===== src/common/ccp_pkg.sv =====
//==========================================================
// Clock controller constants
package ccp_pkg;
  // Register port widths
  localparam int unsigned ADDR_W = 8;
  localparam int unsigned DATA_W = 8;
  //==========================================================
  // Register offsets
  localparam logic [7:0] OFS_RATE_0 = 8'h8F; // clock_rate_control_0
  localparam logic [7:0] OFS_RATE_1 = 8'hAF; // clock_rate_control_1
  localparam logic [7:0] OFS_SYNTH_CTRL = 8'hA3; // synth_control_reg
  localparam logic [7:0] OFS_SYNTH_DIV = 8'hA4; // synth_divider_reg
  //==========================================================
  // Field positions
  localparam int unsigned BIT_CORE_DBL = 0; // core_double_speed
  localparam int unsigned BIT_UNIT_LSB = 1; // timer0 .. watchdog in rate 0
  localparam int unsigned BIT_SPI = 0; // serial_periph_speed_sel in rate 1
  localparam int unsigned BIT_SYNTH_EN = 1; // synth_enable
  localparam int unsigned BIT_LOCK = 0; // synth_lock_flag
  localparam int unsigned DIV_N_LSB = 0; // reference divider minus one
  localparam int unsigned DIV_R_LSB = 4; // feedback divider minus one
  localparam int unsigned DIV_FLD_W = 4;
  // Writable bits; others read zero, except BIT_LOCK of synth_control_reg
  localparam logic [7:0] MASK_RATE_0 = 8'h7F;
  localparam logic [7:0] MASK_RATE_1 = 8'h01;
  localparam logic [7:0] MASK_SYNTH_CTRL = 8'h02;
  // Reset values
  localparam logic [7:0] RST_RATE_0 = 8'h00;
  localparam logic [7:0] RST_RATE_1 = 8'h00;
  localparam logic [7:0] RST_SYNTH_CTRL = 8'h00;
  localparam logic [7:0] RST_SYNTH_DIV = 8'h00;
  //==========================================================
  // Divider counts, in oscillator periods
  localparam int unsigned CNT_W = 5;
  localparam logic [4:0] PER_STD = 5'h0C; // 12 periods per cycle
  localparam logic [4:0] PER_DBL = 5'h06; // 6 periods per cycle
  localparam logic [4:0] PCLK_STD = 5'h02; // peripheral clock = osc/2
  localparam logic [4:0] PCLK_DBL = 5'h01; // peripheral clock = osc
  localparam int unsigned NUM_UNITS = 7;
  // Digital oscillator and lock detector
  localparam int unsigned DCO_W = 8;
  localparam logic [7:0] DCO_INIT = 8'h10;
  localparam logic [7:0] DCO_MIN = 8'h01;
  localparam logic [7:0] DCO_MAX = 8'hFF;
  localparam int unsigned ERR_W = 4;
  localparam logic [3:0] LOCK_TOL = 4'h2; // phase error allowed, cycles
  localparam logic [3:0] LOCK_COUNT = 4'h4; // good compares to declare lock
endpackage : ccp_pkg


===== src/rtl/ccp_tick_div.sv =====
`timescale 1ns/1ps
`default_nettype none
//==========================================================
// Enable-pulse divider: one pulse every load_val input ticks
module ccp_tick_div #(
  parameter int unsigned W = 5 // counter width
) (
  input wire logic mclk, // system clock
  input wire logic reset_n, // async reset, active low
  input wire logic run, // gate; low holds counter cleared
  input wire logic tick_in, // input rate enable
  input wire logic [W-1:0] load_val, // ticks per output pulse, 1 or more
  output logic tick_out // registered output pulse
);
  logic [W-1:0] cnt_q; // ticks seen since last pulse
  // Count and pulse; >= guards a load that shrinks mid-count
  always_ff @(posedge mclk or negedge reset_n) begin
    if (!reset_n) begin
      cnt_q <= '0;
      tick_out <= 1'b0;
    end else if (!run) begin
      cnt_q <= '0;
      tick_out <= 1'b0;
    end else if (tick_in && (cnt_q >= load_val - W'(1))) begin
      cnt_q <= '0;
      tick_out <= 1'b1;
    end else begin
      if (tick_in) begin
        cnt_q <= cnt_q + W'(1);
      end
      tick_out <= 1'b0;
    end
  end
endmodule : ccp_tick_div
`default_nettype wire


===== src/rtl/ccp_pfd.sv =====
`timescale 1ns/1ps
`default_nettype none
//==========================================================
// Phase-frequency detector with lock detector
module ccp_pfd (
  input wire logic mclk, // system clock
  input wire logic reset_n, // async reset, active low
  input wire logic enable, // synthesizer running
  input wire logic ref_tick, // reference edge
  input wire logic fb_tick, // feedback edge
  output logic up, // reference leads: speed up
  output logic down, // feedback leads: slow down
  output logic locked // lock detected
);
  import ccp_pkg::*;
  logic ref_pend_q; // reference seen, waiting for feedback
  logic fb_pend_q; // feedback seen, waiting for reference
  logic [ERR_W-1:0] err_q; // cycles between the two edges
  logic [ERR_W-1:0] good_q; // consecutive good compares
  logic done; // a compare completes
  logic ok; // completed compare within tolerance
  logic slip; // same edge twice: cycle slip
  assign up = ref_pend_q;
  assign down = fb_pend_q;
  //==========================================================
  // Compare outcome
  always_comb begin
    done = enable && ((ref_tick && (fb_tick || fb_pend_q)) || (fb_tick && ref_pend_q));
    ok = (ref_pend_q || fb_pend_q) ? (err_q <= LOCK_TOL) : 1'b1;
    slip = enable && ((ref_tick && ref_pend_q && !fb_tick) ||
                      (fb_tick && fb_pend_q && !ref_tick));
  end
  // Edge ordering: first edge opens an up or down window
  always_ff @(posedge mclk or negedge reset_n) begin
    if (!reset_n) begin
      ref_pend_q <= 1'b0;
      fb_pend_q <= 1'b0;
      err_q <= '0;
    end else if (!enable) begin
      ref_pend_q <= 1'b0;
      fb_pend_q <= 1'b0;
      err_q <= '0;
    end else if (ref_tick && fb_tick) begin
      ref_pend_q <= 1'b0;
      fb_pend_q <= 1'b0;
      err_q <= '0;
    end else if (ref_tick) begin
      ref_pend_q <= !fb_pend_q;
      fb_pend_q <= 1'b0;
      err_q <= '0;
    end else if (fb_tick) begin
      fb_pend_q <= !ref_pend_q;
      ref_pend_q <= 1'b0;
      err_q <= '0;
    end else if ((ref_pend_q || fb_pend_q) && (err_q != '1)) begin
      err_q <= err_q + ERR_W'(1);
    end
  end
  // Lock: set after enough good compares, dropped on any bad one
  always_ff @(posedge mclk or negedge reset_n) begin
    if (!reset_n) begin
      good_q <= '0;
      locked <= 1'b0;
    end else if (!enable || slip || (done && !ok)) begin
      good_q <= '0;
      locked <= 1'b0;
    end else if (done && ok) begin
      if (good_q >= LOCK_COUNT - ERR_W'(1)) begin
        locked <= 1'b1;
      end else begin
        good_q <= good_q + ERR_W'(1);
      end
    end
  end
  //==========================================================
  // Checks
  property p_ref_up;
    @(posedge mclk) disable iff (!reset_n)
    (enable && ref_tick && !fb_tick && !fb_pend_q) |=> up;
  endproperty
  a_ref_up: assert property (p_ref_up) else $error("lead reference gave no up");
  property p_fb_down;
    @(posedge mclk) disable iff (!reset_n)
    (enable && fb_tick && !ref_tick && !ref_pend_q) |=> (down && !up);
  endproperty
  a_fb_down: assert property (p_fb_down) else $error("lead feedback gave no down");
endmodule : ccp_pfd
`default_nettype wire


===== src/rtl/ccp_clock_ctrl.sv =====
`timescale 1ns/1ps
`default_nettype none
//==========================================================
// Overview of operation
// - Generate CPU, peripheral and USB clock enables.
// - Gate each clock by power reduction mode.
// - Oscillator inverter off unless synthesizer used.
// - USB clock locked to peripheral clock reference.
// - Detector emits up/down by feedback edge position.
// - Setting synth_enable starts synthesized clock.
// - Hardware sets synth_lock_flag on lock.
// - Clearing synth_enable stops the synthesizer.
// - Hardware clears lock flag on lock loss.
// - Core cycle 12 periods, 6 when doubled.
// - Unit speed bits matter only when doubled.
module ccp_clock_ctrl (
  input wire logic mclk, // oscillator-rate system clock
  input wire logic reset_n, // async reset, active low
  input wire logic [ccp_pkg::ADDR_W-1:0] reg_addr, // register address
  input wire logic [ccp_pkg::DATA_W-1:0] reg_wdata, // register write data
  input wire logic reg_wr, // write strobe
  input wire logic reg_rd, // read strobe
  output logic [ccp_pkg::DATA_W-1:0] reg_rdata, // read data, cycle after strobe
  input wire logic idle_req, // idle mode: CPU clock stopped
  input wire logic pdown_req, // power-down: all clocks stopped
  output logic cpu_cycle_en, // CPU machine-cycle pulse
  output logic per_clk_en, // peripheral clock pulse
  output logic [ccp_pkg::NUM_UNITS-1:0] unit_cycle_en, // per-unit cycle pulses
  output logic usb_clk_en, // synthesized USB clock pulse
  output logic osc_inv_en // oscillator inverter enable
);
  import ccp_pkg::*;
  //==========================================================
  // Registers
  logic [7:0] rate0_q; // clock_rate_control_0
  logic [7:0] rate1_q; // clock_rate_control_1
  logic [7:0] synth_ctrl_q; // synth_control_reg, enable bit only
  logic [7:0] synth_div_q; // synth_divider_reg
  logic lock_s1_q; // synchronizer stage one
  logic synth_lock_flag_q; // synchronized lock flag
  logic [7:0] rdata_d; // read mux
  // Decoded controls
  logic core_double_speed; // core_double_speed bit
  logic synth_enable; // synth_enable bit
  logic [NUM_UNITS-1:0] unit_sel; // per-unit speed select bits
  logic cpu_run; // CPU clock allowed
  logic per_run; // peripheral and USB clocks allowed
  logic [CNT_W-1:0] cpu_load; // periods per machine cycle
  logic [CNT_W-1:0] pclk_load; // periods per peripheral clock
  logic [CNT_W-1:0] ref_load; // reference divide
  logic [CNT_W-1:0] fb_load; // feedback divide
  // Synthesizer
  logic ref_tick; // divided reference
  logic fb_tick; // divided feedback
  logic vco_tick_q; // digital oscillator output
  logic [DCO_W-1:0] dco_cnt_q; // oscillator phase counter
  logic [DCO_W-1:0] period_q; // oscillator period, cycles
  logic pfd_up; // speed up request
  logic pfd_down; // slow down request
  logic up_d1_q; // delayed up, for end of window
  logic down_d1_q; // delayed down
  logic pfd_locked; // raw lock

  //==========================================================
  // Register writes; reserved bits are masked and read zero
  always_ff @(posedge mclk or negedge reset_n) begin
    if (!reset_n) begin
      rate0_q <= RST_RATE_0;
      rate1_q <= RST_RATE_1;
      synth_ctrl_q <= RST_SYNTH_CTRL;
      synth_div_q <= RST_SYNTH_DIV;
    end else if (reg_wr) begin
      case (reg_addr)
        OFS_RATE_0: rate0_q <= reg_wdata & MASK_RATE_0;
        OFS_RATE_1: rate1_q <= reg_wdata & MASK_RATE_1;
        OFS_SYNTH_CTRL: synth_ctrl_q <= reg_wdata & MASK_SYNTH_CTRL;
        OFS_SYNTH_DIV: synth_div_q <= reg_wdata;
        default: begin
          // Unmapped write ignored
        end
      endcase
    end
  end

  // Lock flag crosses a two-flop synchronizer before software sees it
  always_ff @(posedge mclk or negedge reset_n) begin
    if (!reset_n) begin
      lock_s1_q <= 1'b0;
      synth_lock_flag_q <= 1'b0;
    end else begin
      lock_s1_q <= pfd_locked;
      synth_lock_flag_q <= lock_s1_q;
    end
  end

  // Read mux; unmapped addresses read zero
  always_comb begin
    case (reg_addr)
      OFS_RATE_0: rdata_d = rate0_q;
      OFS_RATE_1: rdata_d = rate1_q;
      OFS_SYNTH_CTRL: begin
        rdata_d = synth_ctrl_q;
        rdata_d[BIT_LOCK] = synth_lock_flag_q;
      end
      OFS_SYNTH_DIV: rdata_d = synth_div_q;
      default: rdata_d = 8'h00;
    endcase
  end

  // Read data registered, valid only the cycle after the strobe
  always_ff @(posedge mclk or negedge reset_n) begin
    if (!reset_n) begin
      reg_rdata <= 8'h00;
    end else if (reg_rd) begin
      reg_rdata <= rdata_d;
    end else begin
      reg_rdata <= 8'h00;
    end
  end

  //==========================================================
  // Rate and gating decode
  always_comb begin
    core_double_speed = rate0_q[BIT_CORE_DBL];
    synth_enable = synth_ctrl_q[BIT_SYNTH_EN];
    unit_sel = {rate1_q[BIT_SPI], rate0_q[BIT_UNIT_LSB +: NUM_UNITS-1]};
    cpu_run = !idle_req && !pdown_req;
    per_run = !pdown_req;
    cpu_load = core_double_speed ? PER_DBL : PER_STD;
    pclk_load = core_double_speed ? PCLK_DBL : PCLK_STD;
    // Field plus one; 5 bits so a 16 divide fits
    ref_load = {1'b0, synth_div_q[DIV_N_LSB +: DIV_FLD_W]} + CNT_W'(1);
    fb_load = {1'b0, synth_div_q[DIV_R_LSB +: DIV_FLD_W]} + CNT_W'(1);
  end

  // Inverter only runs while the synthesizer feeds the USB clock
  assign osc_inv_en = synth_enable;

  //==========================================================
  // CPU and peripheral clocks
  ccp_tick_div #(.W(CNT_W)) u_cpu_div (
    .mclk(mclk),
    .reset_n(reset_n),
    .run(cpu_run),
    .tick_in(1'b1),
    .load_val(cpu_load),
    .tick_out(cpu_cycle_en)
  );
  ccp_tick_div #(.W(CNT_W)) u_per_div (
    .mclk(mclk),
    .reset_n(reset_n),
    .run(per_run),
    .tick_in(1'b1),
    .load_val(pclk_load),
    .tick_out(per_clk_en)
  );

  // Per-unit cycles; a unit bit counts only in double-speed mode
  for (genvar gi = 0; gi < NUM_UNITS; gi++) begin : g_unit
    logic [CNT_W-1:0] unit_load; // periods per unit cycle
    assign unit_load = (core_double_speed && !unit_sel[gi]) ? PER_DBL : PER_STD;
    ccp_tick_div #(.W(CNT_W)) u_unit_div (
      .mclk(mclk),
      .reset_n(reset_n),
      .run(per_run),
      .tick_in(1'b1),
      .load_val(unit_load),
      .tick_out(unit_cycle_en[gi])
    );
  end

  //==========================================================
  // Synthesizer: reference from peripheral clock, feedback from digital oscillator
  ccp_tick_div #(.W(CNT_W)) u_ref_div (
    .mclk(mclk),
    .reset_n(reset_n),
    .run(synth_enable),
    .tick_in(per_clk_en),
    .load_val(ref_load),
    .tick_out(ref_tick)
  );
  ccp_tick_div #(.W(CNT_W)) u_fb_div (
    .mclk(mclk),
    .reset_n(reset_n),
    .run(synth_enable),
    .tick_in(vco_tick_q),
    .load_val(fb_load),
    .tick_out(fb_tick)
  );
  ccp_pfd u_pfd (
    .mclk(mclk),
    .reset_n(reset_n),
    .enable(synth_enable),
    .ref_tick(ref_tick),
    .fb_tick(fb_tick),
    .up(pfd_up),
    .down(pfd_down),
    .locked(pfd_locked)
  );

  // Period steps once per window, at its close; a compare of coincident edges opens no window and gives no step
  always_ff @(posedge mclk or negedge reset_n) begin
    if (!reset_n) begin
      up_d1_q <= 1'b0;
      down_d1_q <= 1'b0;
      period_q <= DCO_INIT;
    end else if (!synth_enable) begin
      up_d1_q <= 1'b0;
      down_d1_q <= 1'b0;
      period_q <= DCO_INIT;
    end else begin
      up_d1_q <= pfd_up;
      down_d1_q <= pfd_down;
      if (up_d1_q && !pfd_up && (period_q > DCO_MIN)) begin
        period_q <= period_q - DCO_W'(1);
      end else if (down_d1_q && !pfd_down && (period_q < DCO_MAX)) begin
        period_q <= period_q + DCO_W'(1);
      end
    end
  end

  // Digital oscillator; integer period limits reachable ratios
  always_ff @(posedge mclk or negedge reset_n) begin
    if (!reset_n) begin
      dco_cnt_q <= '0;
      vco_tick_q <= 1'b0;
    end else if (!synth_enable) begin
      dco_cnt_q <= '0;
      vco_tick_q <= 1'b0;
    end else if (dco_cnt_q >= period_q - DCO_W'(1)) begin
      dco_cnt_q <= '0;
      vco_tick_q <= 1'b1;
    end else begin
      dco_cnt_q <= dco_cnt_q + DCO_W'(1);
      vco_tick_q <= 1'b0;
    end
  end

  // USB clock pulse, stopped in power-down
  always_ff @(posedge mclk or negedge reset_n) begin
    if (!reset_n) begin
      usb_clk_en <= 1'b0;
    end else begin
      usb_clk_en <= vco_tick_q && per_run;
    end
  end

  //==========================================================
  // Checks
  property p_cpu_gate;
    @(posedge mclk) disable iff (!reset_n)
    (idle_req || pdown_req) |=> !cpu_cycle_en;
  endproperty
  a_cpu_gate: assert property (p_cpu_gate) else $error("CPU pulse while gated");
  property p_osc_inv;
    @(posedge mclk) disable iff (!reset_n)
    (reg_wr && reg_addr == OFS_SYNTH_CTRL) |=> (osc_inv_en == $past(reg_wdata[BIT_SYNTH_EN]));
  endproperty
  a_osc_inv: assert property (p_osc_inv) else $error("inverter enable wrong");
  property p_usb_off;
    @(posedge mclk) disable iff (!reset_n)
    !synth_enable |=> ##1 !usb_clk_en;
  endproperty
  a_usb_off: assert property (p_usb_off) else $error("USB pulse with synth off");
  property p_lock_set;
    @(posedge mclk) disable iff (!reset_n)
    pfd_locked |-> ##2 synth_lock_flag_q;
  endproperty
  a_lock_set: assert property (p_lock_set) else $error("lock flag not set");
  property p_lock_clr;
    @(posedge mclk) disable iff (!reset_n)
    !pfd_locked |-> ##2 !synth_lock_flag_q;
  endproperty
  a_lock_clr: assert property (p_lock_clr) else $error("lock flag not cleared");
  property p_cpu_rate;
    @(posedge mclk) disable iff (!reset_n)
    (cpu_cycle_en && core_double_speed && cpu_run) ##1
      (core_double_speed && cpu_run) [*5] |=> cpu_cycle_en;
  endproperty
  a_cpu_rate: assert property (p_cpu_rate) else $error("double-speed cycle not 6");
  property p_unit_gap;
    @(posedge mclk) disable iff (!reset_n)
    unit_cycle_en[0] |=> !unit_cycle_en[0] [*5];
  endproperty
  a_unit_gap: assert property (p_unit_gap) else $error("unit cycle under 6");
  property p_rd_div;
    @(posedge mclk) disable iff (!reset_n)
    (reg_rd && reg_addr == OFS_SYNTH_DIV && !reg_wr) |=> (reg_rdata == synth_div_q);
  endproperty
  a_rd_div: assert property (p_rd_div) else $error("divider readback wrong");
  c_lock: cover property (@(posedge mclk) disable iff (!reset_n) $rose(synth_lock_flag_q));
  c_idle: cover property (@(posedge mclk) disable iff (!reset_n) idle_req && per_clk_en);
  c_dbl: cover property (@(posedge mclk) disable iff (!reset_n)
    cpu_cycle_en && core_double_speed);
endmodule : ccp_clock_ctrl
`default_nettype wire


===== config.mk =====
export PLATFORM = sky130hd
export DESIGN_NAME = ccp_clock_ctrl
export DESIGN_NICKNAME = d
export VERILOG_FILES = /design/src/common/ccp_pkg.sv /design/src/rtl/ccp_tick_div.sv /design/src/rtl/ccp_pfd.sv /design/src/rtl/ccp_clock_ctrl.sv
export SDC_FILE = /design/constraint.sdc
export NUM_CORES = 1
export LEC_CHECK = 0
export BUFFER_PORTS_ARGS = -buffer_cell sky130_fd_sc_hd__buf_2
export CAP_MARGIN = 20
export CORE_MARGIN = 5
export CORE_UTILIZATION = 60
export CTS_CLUSTER_SIZE = 30
export DETAILED_ROUTE_END_ITERATION = 6
export PLACE_DENSITY = 0.8
export SYNTH_ARGS = -nofsm -noshare
export SYNTH_HDL_FRONTEND = slang
export SYNTH_SLANG_ARGS = --single-unit

===== constraint.sdc =====
create_clock -name mclk -period 6.81 [get_ports mclk]
set_clock_uncertainty 0.05 [all_clocks]
set_input_delay 1.362 -clock mclk [delete_from_list [all_inputs] [get_ports mclk]]
set_output_delay 1.362 -clock mclk [all_outputs]
set_load 0.1 [all_outputs]

==> results.cfg, run 1 <==
[status]
status = finished, final reports clean

[cells_and_area]
area_delta_synth_final_pct = 13.6
layout_common_cells = 123 x dfrtp_1, 70 x nor2_1, 59 x ha_1, 39 x buf_2, 38 x inv_1
drive_gt1_share_pct = 15.9
diodes = 0
mostFrequentLayoutCell = dfrtp_1
fin_nets = 728
utilization_pct = 68.9

[sta]
min_period_over_period_pct = 41.0
final-hold-violation-count = 0
relSlewSlack_pct = 46.9
finalSetupViolCount = 0
fin_tns_setup_ps = 0
drv_slew = 0
period_minus_slack_ps = 2790
tightest_slew_ps = 797
fmax_mhz = 358
rsz0062_at_grt = false

[floorplanning]
coreArea_um2 = 10700
chipWidth_um = 114
start_util_pct = 60.7
rows = 38
die_h_um = 114
die-area_um2 = 13000
io_pins = 41

[worst_setup_path]
worstSetupPathType = reg -> out
cp-start-kind = flop
worst_ep_required_time_ps = 5400
crit_buf_inv = 1
crit_arrival_ps = 1380
r2r-start = period_q[0]
crit_path_end_kind = output port
crit_path_start = synth_ctrl_q[1]
cpMaxStageDelayCell = buf_2
slowest_delay_ps = 460
crit_chain = buf_2
critical_path.top_delay_family = buffers and inverters
worstPathMaxFanout = 2

[cts]
clk_latency_ps = 530
clk_pin_slew_ps = 50
post_cts_resize_count = 0
clock-sinks = 124
ctsHoldBuffers = 0
cts_tree = done
cts_made_buffers = 17
clock_tree.root_cell = clkbuf_8
post_cts_buffers = 0
clockBufferDepth = 2
cts_max_level = 4

[logic_synthesis]
syn_inst = 604
yosys_warnings = 0
synth_edf_count = 0
ys_ff_latch = 124
netlist_area_um2 = 6520
synth_area_per_cell_um2 = 10.8
ys_async_sr_fraction_pct = 100
synth_cell_types = 61
synthFlopType = dfrtp_1
synth-seq-area-share_pct = 47.6

[power_and_ir_drop]
peakVddDrop_mv = 0.135
p_leak_nw = 3.92
p_per_area_nw_per_um2 = 246

[routing]
drc = 0
ant_nets = 0
avgRoutedWirePerCell_um = 16.2
routed_wl_mm = 13.0
dr.pass1.iters = 6
drt-initial-drc-count = 297
vias = 4512
via_per_inst = 5.64

[placement]
io_buffer_count = 40
hpwlAfterDp_mm = 9.01
gp_congestion = 0.838

[global_route]
grt_pass1_vias = 4744
grt_start_max_net_pins = 66
antenna_found_initial = 0
grt_pass1_wl_mm = 22.3
overflow = 0
gr-usage-all-layers_pct = 21.6

[worst_hold_path]
hold_class = reg -> reg
min_from = lock_s1_q

[job]
cap_violations = 0
-- power by group --
| part | switching, W | internal (W) | total [W] |
|---|---|---|---|
| registers | 0.0000216 | 0.000758 | 0.000780 |
| logic | 0.0000706 | 0.0000461 | 0.000117 |
| clock network | 0.000310 | 0.000615 | 0.000924 |
| total | 0.000402 | 0.00142 | 0.00182 |
-- cells in the mapped netlist, drive strengths merged (2+ instances only) --
cell	number	area (µm²)
or4	2	15.0
nor2b	15	93.8
nand3	31	160
buf	16	110
or2	9	56.3
xnor2	17	149
a31oi	5	37.5
or3	2	17.5
nor3	13	86.3
xor2	19	166
nor3b	5	48.8
nand3b	3	22.5
a21oi	10	53.8
dfrtp	123	3080
mux2	19	251
and2	8	50.1
inv	38	143
a211o	9	78.8
a32o	2	20.0
o21a	2	15.0
clkbuf	3	11.3
o2111ai	2	17.5
mux2i	8	80.1
ha	59	738
nor2	70	263
a21o	18	135
o21ai	14	73.8
o211a	2	20.0
a22oi	8	60.1
nand2b	17	106
o21bai	4	30.0
nand4	5	31.3
nand2	27	125
nor4	2	12.5
and3	6	38.8
-- cells by family (layout without fill, tap and decap cells) --
family	count (synthesis)	count (layout)	synth area share [%]
compound gates	80	80	8.81
mux	27	27	5.09
xor+xnor	36	36	4.84
fa+ha+maj	59	59	11.3
other cells	1	2	0.0575
flops	124	124	47.6
simple gates	220	220	18.2
buf+inv	57	112	4.05
-- state kept, by name, indices dropped and copies added (netlist names), 4 cells and up --
register                    cells
g_unit.u_unit_div.cnt_q        35
dco_cnt_q                       8
period_q                        8
reg_rdata                       8
synth_div_q                     8
g_unit.u_unit_div.tick_out      7
rate0_q                         7
u_cpu_div.cnt_q                 5
u_fb_div.cnt_q                  5
u_per_div.cnt_q                 5
u_ref_div.cnt_q                 5
u_pfd.err_q                     4
u_pfd.good_q                    4
-- path summary, 6_finish.rpt --
path | slack, ps | depth (start not counted) | to
hold reg to reg | 300 | 0 | synth_lock_flag_q
hold / removal | 300 | 0 | synth_lock_flag_q
setup / recovery | 4020 | 1 | osc_inv_en
setup reg to reg | 4200 | 9 | dco_cnt_q[5]
max in group asynchronous | 4570 | 2 | rate0_q[1]
min in group asynchronous | 840 | 1 | g_unit[1].u_unit_div.cnt_q[4]
-- cell type report --
| type | instances | area, µm² |
|---|---|---|
| clock buffers | 26 | 508 |
| clock inverters | 6 | 105 |
| fillers | 791 | 3340 |
| inverters | 38 | 143 |
| multi-input cells | 424 | 3150 |
| flip-flops and latches | 124 | 3100 |
| well taps | 140 | 175 |
| repair buffers | 42 | 218 |
-- metal layers --
metal / GRT usage (%) / routed length, µm / vias up
met5: 0 / 0 / -
li1: - / - / 2154
met4: 8.00 / 267 / 0
met1: 26.1 / 5600 / 2250
met2: 37.6 / 6640 / 84
met3: 5.34 / 442 / 24
-- metrics by stage --
step	cells	area, µm²	hold WS, ps	total power (W)	setup WS (ps)
floorplan	605	6520	281	0.000859	4260
global placement	768	6790	287	0.000899	3970
detailed placement	768	6790	286	0.000909	3900
CTS	800	7410	298	0.00183	4010
global route	800	7410	320	0.00189	3940
finish	800	7410	298	0.00182	4020
Note: power is estimated with default switching activity, not from simulation.
==> inputs of run 2 (changes only) <==
==> constraint.sdc (replaced) <==
create_clock -name mclk -period 2.65 [get_ports mclk]
set_clock_uncertainty 0.05 [all_clocks]
set_input_delay 0.53 -clock mclk [delete_from_list [all_inputs] [get_ports mclk]]
set_output_delay 0.53 -clock mclk [all_outputs]
set_load 0.1 [all_outputs]
==> run 2 against run 1 <==
- global-route usage fell by 1.4 points
- register-to-register slack got worse by 3900 ps
- sequential power rose to 2.6 times the previous value
- die area did not move
- wire length fell by 8.0%
- setup slack got worse by 3800 ps
- hold slack got worse by 160 ps
- critical endpoint is now dco_cnt_q[1]
- highest routed layer unchanged
==> results.cfg, run 2 (synthesis gave the netlist of run 1 again) <==
[status]
status = finished, final reports clean

[floorplanning]
io_pins = 41
chipWidth_um = 114
start_util_pct = 60.7
die_h_um = 114
coreArea_um2 = 10700
rows = 38
die-area_um2 = 13000

[worst_setup_path]
regToRegSetupSlack_ps = 270
crit_path_end_kind = flop
crit_arrival_ps = 2770
worst_ep_required_time_ps = 3040
worstPathMaxFanout = 9
r2r_cells = 9
cp-start-kind = flop
crit_chain = nor4_1 -> nor2b_1 -> xnor2_1 -> ha_1 -> a21o_1 -> a21oi_1 -> o211ai_1 -> buf_4 -> nor2_1
cpMaxStageDelayCell = dfrtp_1
worstSetupPathType = reg -> reg
slowest_delay_ps = 470

[job]
cap_violations = 0

[routing]
ant_nets = 0
vias = 4438
drt-initial-drc-count = 269
routed_wl_mm = 11.9
drc = 0
via_per_inst = 5.50
avgRoutedWirePerCell_um = 14.8
dr.pass1.iters = 4

[global_route]
grt.busiest_layer = met2
grt_use_met1_pct = 25.3
met2_usage_pct = 34.4
met3_usage_pct = 4.97
grt_pass1_wl_mm = 21.1
grt_start_max_net_pins = 42
antenna_found_initial = 0
gr-usage-all-layers_pct = 20.3
overflow = 0
grt_pass1_vias = 4639

[cts]
cts_tree = done
clock-sinks = 124
clock_tree.root_cell = clkbuf_8
cts_made_buffers = 17
clk_pin_slew_ps = 60
clockBufferDepth = 2
clk_latency_ps = 520
cts_max_level = 4

[placement]
hpwlAfterDp_mm = 8.69
postPlaceCellArea_um2 = 6850
dpl_worst_slack_ps = 310
gp_congestion = 0.883
io_buffer_count = 40
dp.cells = 774

[sta]
final-hold-violation-count = 0
rsz0062_at_grt = false
fin_tns_setup_ps = 0
drv_slew = 0
setup_slack_ps = 267
min_period_over_period_pct = 89.9
finalSetupViolCount = 0
period_minus_slack_ps = 2380
fmax_mhz = 420

[power_and_ir_drop]
power_frac_comb_pct = 6.6
swShare_pct = 22.7
peakVddDrop_mv = 0.556
switching_power_w = 0.00103
p_int_w = 0.00352
seqPwrFrac_pct = 44.0
p_clk_share_pct = 49.3
p_per_area_nw_per_um2 = 612
p_leak_nw = 3.93

[cells_and_area]
drive_gt1_share_pct = 16.8
regMostFlops = g_unit.u_unit_div.cnt_q
fin_area_um2 = 7440
layout_common_cells = 123 x dfrtp_1, 70 x nor2_1, 59 x ha_1, 39 x buf_2, 38 x inv_1
fin_nets = 735
fin_cells = 807
diodes = 0
mostFrequentLayoutCell = dfrtp_1
area_delta_synth_final_pct = 14.2
largest_reg_flops = 35

[worst_hold_path]
hold_class = in -> reg
holdPathStages = 2
==> run 2: cell count changes in the layout (fill, tap and decap cells not counted), sizes merged <==
| cell | delta |
|---|---|
| clkinv | +3 |
| clkinvlp | +3 |
| buf | +6 |
| clkbuf | -6 |
| dlygate4sd3 | +1 |
==> run 2: path summary, 6_finish.rpt <==
kind	to	startpoint
hold reg to reg	synth_lock_flag_q	lock_s1_q
max in group asynchronous	period_q[4]	reset_n
hold / removal	u_cpu_div.tick_out	idle_req
setup reg to reg	dco_cnt_q[1]	period_q[0]
setup / recovery	dco_cnt_q[1]	period_q[0]
min in group asynchronous	g_unit[2].u_unit_div.cnt_q[0]	reset_n
==> run 2: layer usage <==
layer  part of all wire (%)  vias up
met1                     44     2172
li1                       -     2180
met2                     51       70
met5                      0        -
met4                    1.5        0
met3                    3.6       16
==> run 2: worst max-delay path, delay by kind of cell (launching register included) <==
family	cells	cell delay [ps]
adders and majority gates	1	200
xor gates and xnor gates	1	130
AOI/OAI and AO/OA	3	460
buffers and inverters	1	170
and+or+nand+nor	3	830
DFF	1	470
==> run 2: repair_timing <==
action	CTS	global route
endpoints found under the hold margin	27	0
setup endpoints to repair	0	0
resized for setup	0	0
hold buffers	1	0
setup buffers	0	0
==> run 2: power groups by stage <==
stage / registers [W] / logic [W] / clock network (W)
floorplan: 0.00203 / 0.000175 / 0
finish: 0.00201 / 0.000302 / 0.00225
global route: 0.00201 / 0.000349 / 0.00237
CTS: 0.00201 / 0.000308 / 0.00229
global placement: 0.00203 / 0.000283 / 0
detailed placement: 0.00204 / 0.000304 / 0
==> run 2: cell type report <==
cell class / instances / area (µm²)
Clock inverter: 12 / 146
Inverter: 38 / 143
Clock buffer: 20 / 435
Tap cell: 140 / 175
Multi-Input combinational cell: 424 / 3150
Timing Repair Buffer: 49 / 285
Fill cell: 774 / 3300
Sequential cell: 124 / 3100
==> run 2: through the flow <==
stage               hold slack (ps)  power (W)  util [%]
global route                    121    0.00473      69.3
detailed placement              304    0.00234      63.8
CTS                            99.5    0.00460      69.3
floorplan                       184    0.00221         -
global placement                301    0.00232      63.8
finish                          133    0.00455      69.3
==> inputs of run 3 (changes only) <==
--- a/config.mk
+++ b/config.mk
@@ -11,6 +11,7 @@
 export CORE_UTILIZATION = 60
 export CTS_CLUSTER_SIZE = 30
 export DETAILED_ROUTE_END_ITERATION = 6
+export HOLD_SLACK_MARGIN = 0.15
 export PLACE_DENSITY = 0.8
 export SYNTH_ARGS = -nofsm -noshare
 export SYNTH_HDL_FRONTEND = slang
==> run 3 against run 2 <==
- setup slack got worse by 3.1 ps
- critical path depth unchanged
- maximum frequency fell by 0.13%
- global-route usage barely moved
- clock-buffer cell count unchanged
- hold slack better by 75 ps
- core utilization up 0.093 points
- combinational power is essentially flat
- die area stayed put
- register-to-register slack hardly changed
==> results.cfg, run 3 (synthesis gave the netlist of run 1 again) <==
[status]
status = finished, final reports clean

[worst_setup_path]
slowest_delay_ps = 470
worstPathMaxFanout = 9
cp-start-kind = flop
worst_ep_required_time_ps = 3040
crit_chain = nor4_1 -> nor2b_1 -> xnor2_1 -> ha_1 -> a21o_1 -> a21oi_1 -> o211ai_1 -> buf_4 -> nor2_1
crit_path_end_kind = flop
crit_arrival_ps = 2780
cpMaxStageDelayCell = dfrtp_1
r2r_cells = 9
worstSetupPathType = reg -> reg

[global_route]
grt_start_max_net_pins = 42
grt_pass1_vias = 4651
gr-usage-all-layers_pct = 20.3
grt_pass1_wl_mm = 21.1
antenna_found_initial = 0
overflow = 0

[routing]
drc = 0
via_per_inst = 5.50
highest_layer = met4
routed_wl_mm = 11.9
drt-initial-drc-count = 288
dr.pass1.iters = 4
vias = 4446
drt-met1-wl_mm = 5.32
dr_wl_met2_mm = 6.02
wl_met3_um = 399
avgRoutedWirePerCell_um = 14.8
ant_nets = 0

[cells_and_area]
fin_nets = 736
regMostFlops = g_unit.u_unit_div.cnt_q
diodes = 0
mostFrequentLayoutCell = dfrtp_1
layout_common_cells = 123 x dfrtp_1, 70 x nor2_1, 59 x ha_1, 39 x buf_2, 38 x inv_1
utilization_pct = 69.4
area_delta_synth_final_pct = 14.3
fin_cells = 808
largest_reg_flops = 35
drive_gt1_share_pct = 16.8
fin_area_um2 = 7450

[power_and_ir_drop]
p_int_w = 0.00352
power_frac_comb_pct = 6.7
seqPwrFrac_pct = 44.0
switching_power_w = 0.00103
p_clk_share_pct = 49.3
p_per_area_nw_per_um2 = 611
peakVddDrop_mv = 0.556
swShare_pct = 22.7
p_leak_nw = 3.93

[cts]
cts_tree = done
post_cts_buffers = 0
cts_max_level = 4
clk_latency_ps = 520
clock-sinks = 124
clk_pin_slew_ps = 60
cts_made_buffers = 17
clock_tree.root_cell = clkbuf_8
clockBufferDepth = 2

[placement]
gp_congestion = 0.883
postPlaceCellArea_um2 = 6850
hpwlAfterDp_mm = 8.69
io_buffer_count = 40
dp.cells = 774

[sta]
fmax_mhz = 419
min_period_over_period_pct = 90.1
drv_slew = 0
rsz0062_at_grt = false
period_minus_slack_ps = 2390
finalSetupViolCount = 0
fin_tns_setup_ps = 0
final-hold-violation-count = 0

[floorplanning]
start_util_pct = 60.7
die_h_um = 114
io_pins = 41
chipWidth_um = 114
rows = 38
coreArea_um2 = 10700
die-area_um2 = 13000

[worst_hold_path]
holdPathStages = 2
hold_class = in -> reg

[job]
cap_violations = 0
run 3: metrics by stage:
stage / setup slack [ps] / hold WS [ps] / power, W
after global routing: 75.0 / 191 / 0.00473
after CTS: 255 / 177 / 0.00460
after detailed placement: 310 / 304 / 0.00234
final: 264 / 208 / 0.00455
after global placement: 396 / 301 / 0.00232
after floorplan: 409 / 184 / 0.00221
run 3: layer usage:
metal | GRT usage [%] | vias up
met5 | 0 | -
met4 | 7.05 | 0
met3 | 4.97 | 16
met2 | 34.6 | 68
met1 | 25.3 | 2182
li1 | - | 2180
run 3: cell type report:
class	count	area, µm²
clock inverters	12	146
well taps	140	175
repair buffers	50	295
inverters	38	143
flip-flops and latches	124	3100
fillers	773	3290
clock buffers	20	435
multi-input cells	424	3150
run 3: worst paths after layout:
kind | startpoint | endpoint | slack, ps
min | reg_wdata[7] | synth_div_q[7] | 210
max in group asynchronous | reset_n | period_q[4] | 1490
max reg2reg | period_q[0] | dco_cnt_q[1] | 260
min reg2reg | lock_s1_q | synth_lock_flag_q | 310
max | period_q[0] | dco_cnt_q[1] | 260
min in group asynchronous | reset_n | g_unit[2].u_unit_div.cnt_q[0] | 450
run 3: what timing repair did:
item                                    4_1_cts  5_1_grt
gates resized for setup                       0        0
endpoints found under the setup margin        0        0
hold endpoints to repair                     28        0
hold buffers                                  2        0
run 3: power by group through the flow:
stage	clock (W)	sequential [W]	combinational [W]
after CTS	0.00229	0.00201	0.000309
after global placement	0	0.00203	0.000283
final	0.00225	0.00201	0.000303
after detailed placement	0	0.00204	0.000304
after floorplan	0	0.00203	0.000175
after global routing	0.00237	0.00201	0.000351
run 3: worst max-delay path, delay by kind of cell (launching register included):
kind	cells	cell delay, ps
and+or+nand+nor	3	830
AOI/OAI and AO/OA	3	460
adders and majority gates	1	200
DFF	1	470
buffers and inverters	1	170
xor gates and xnor gates	1	130
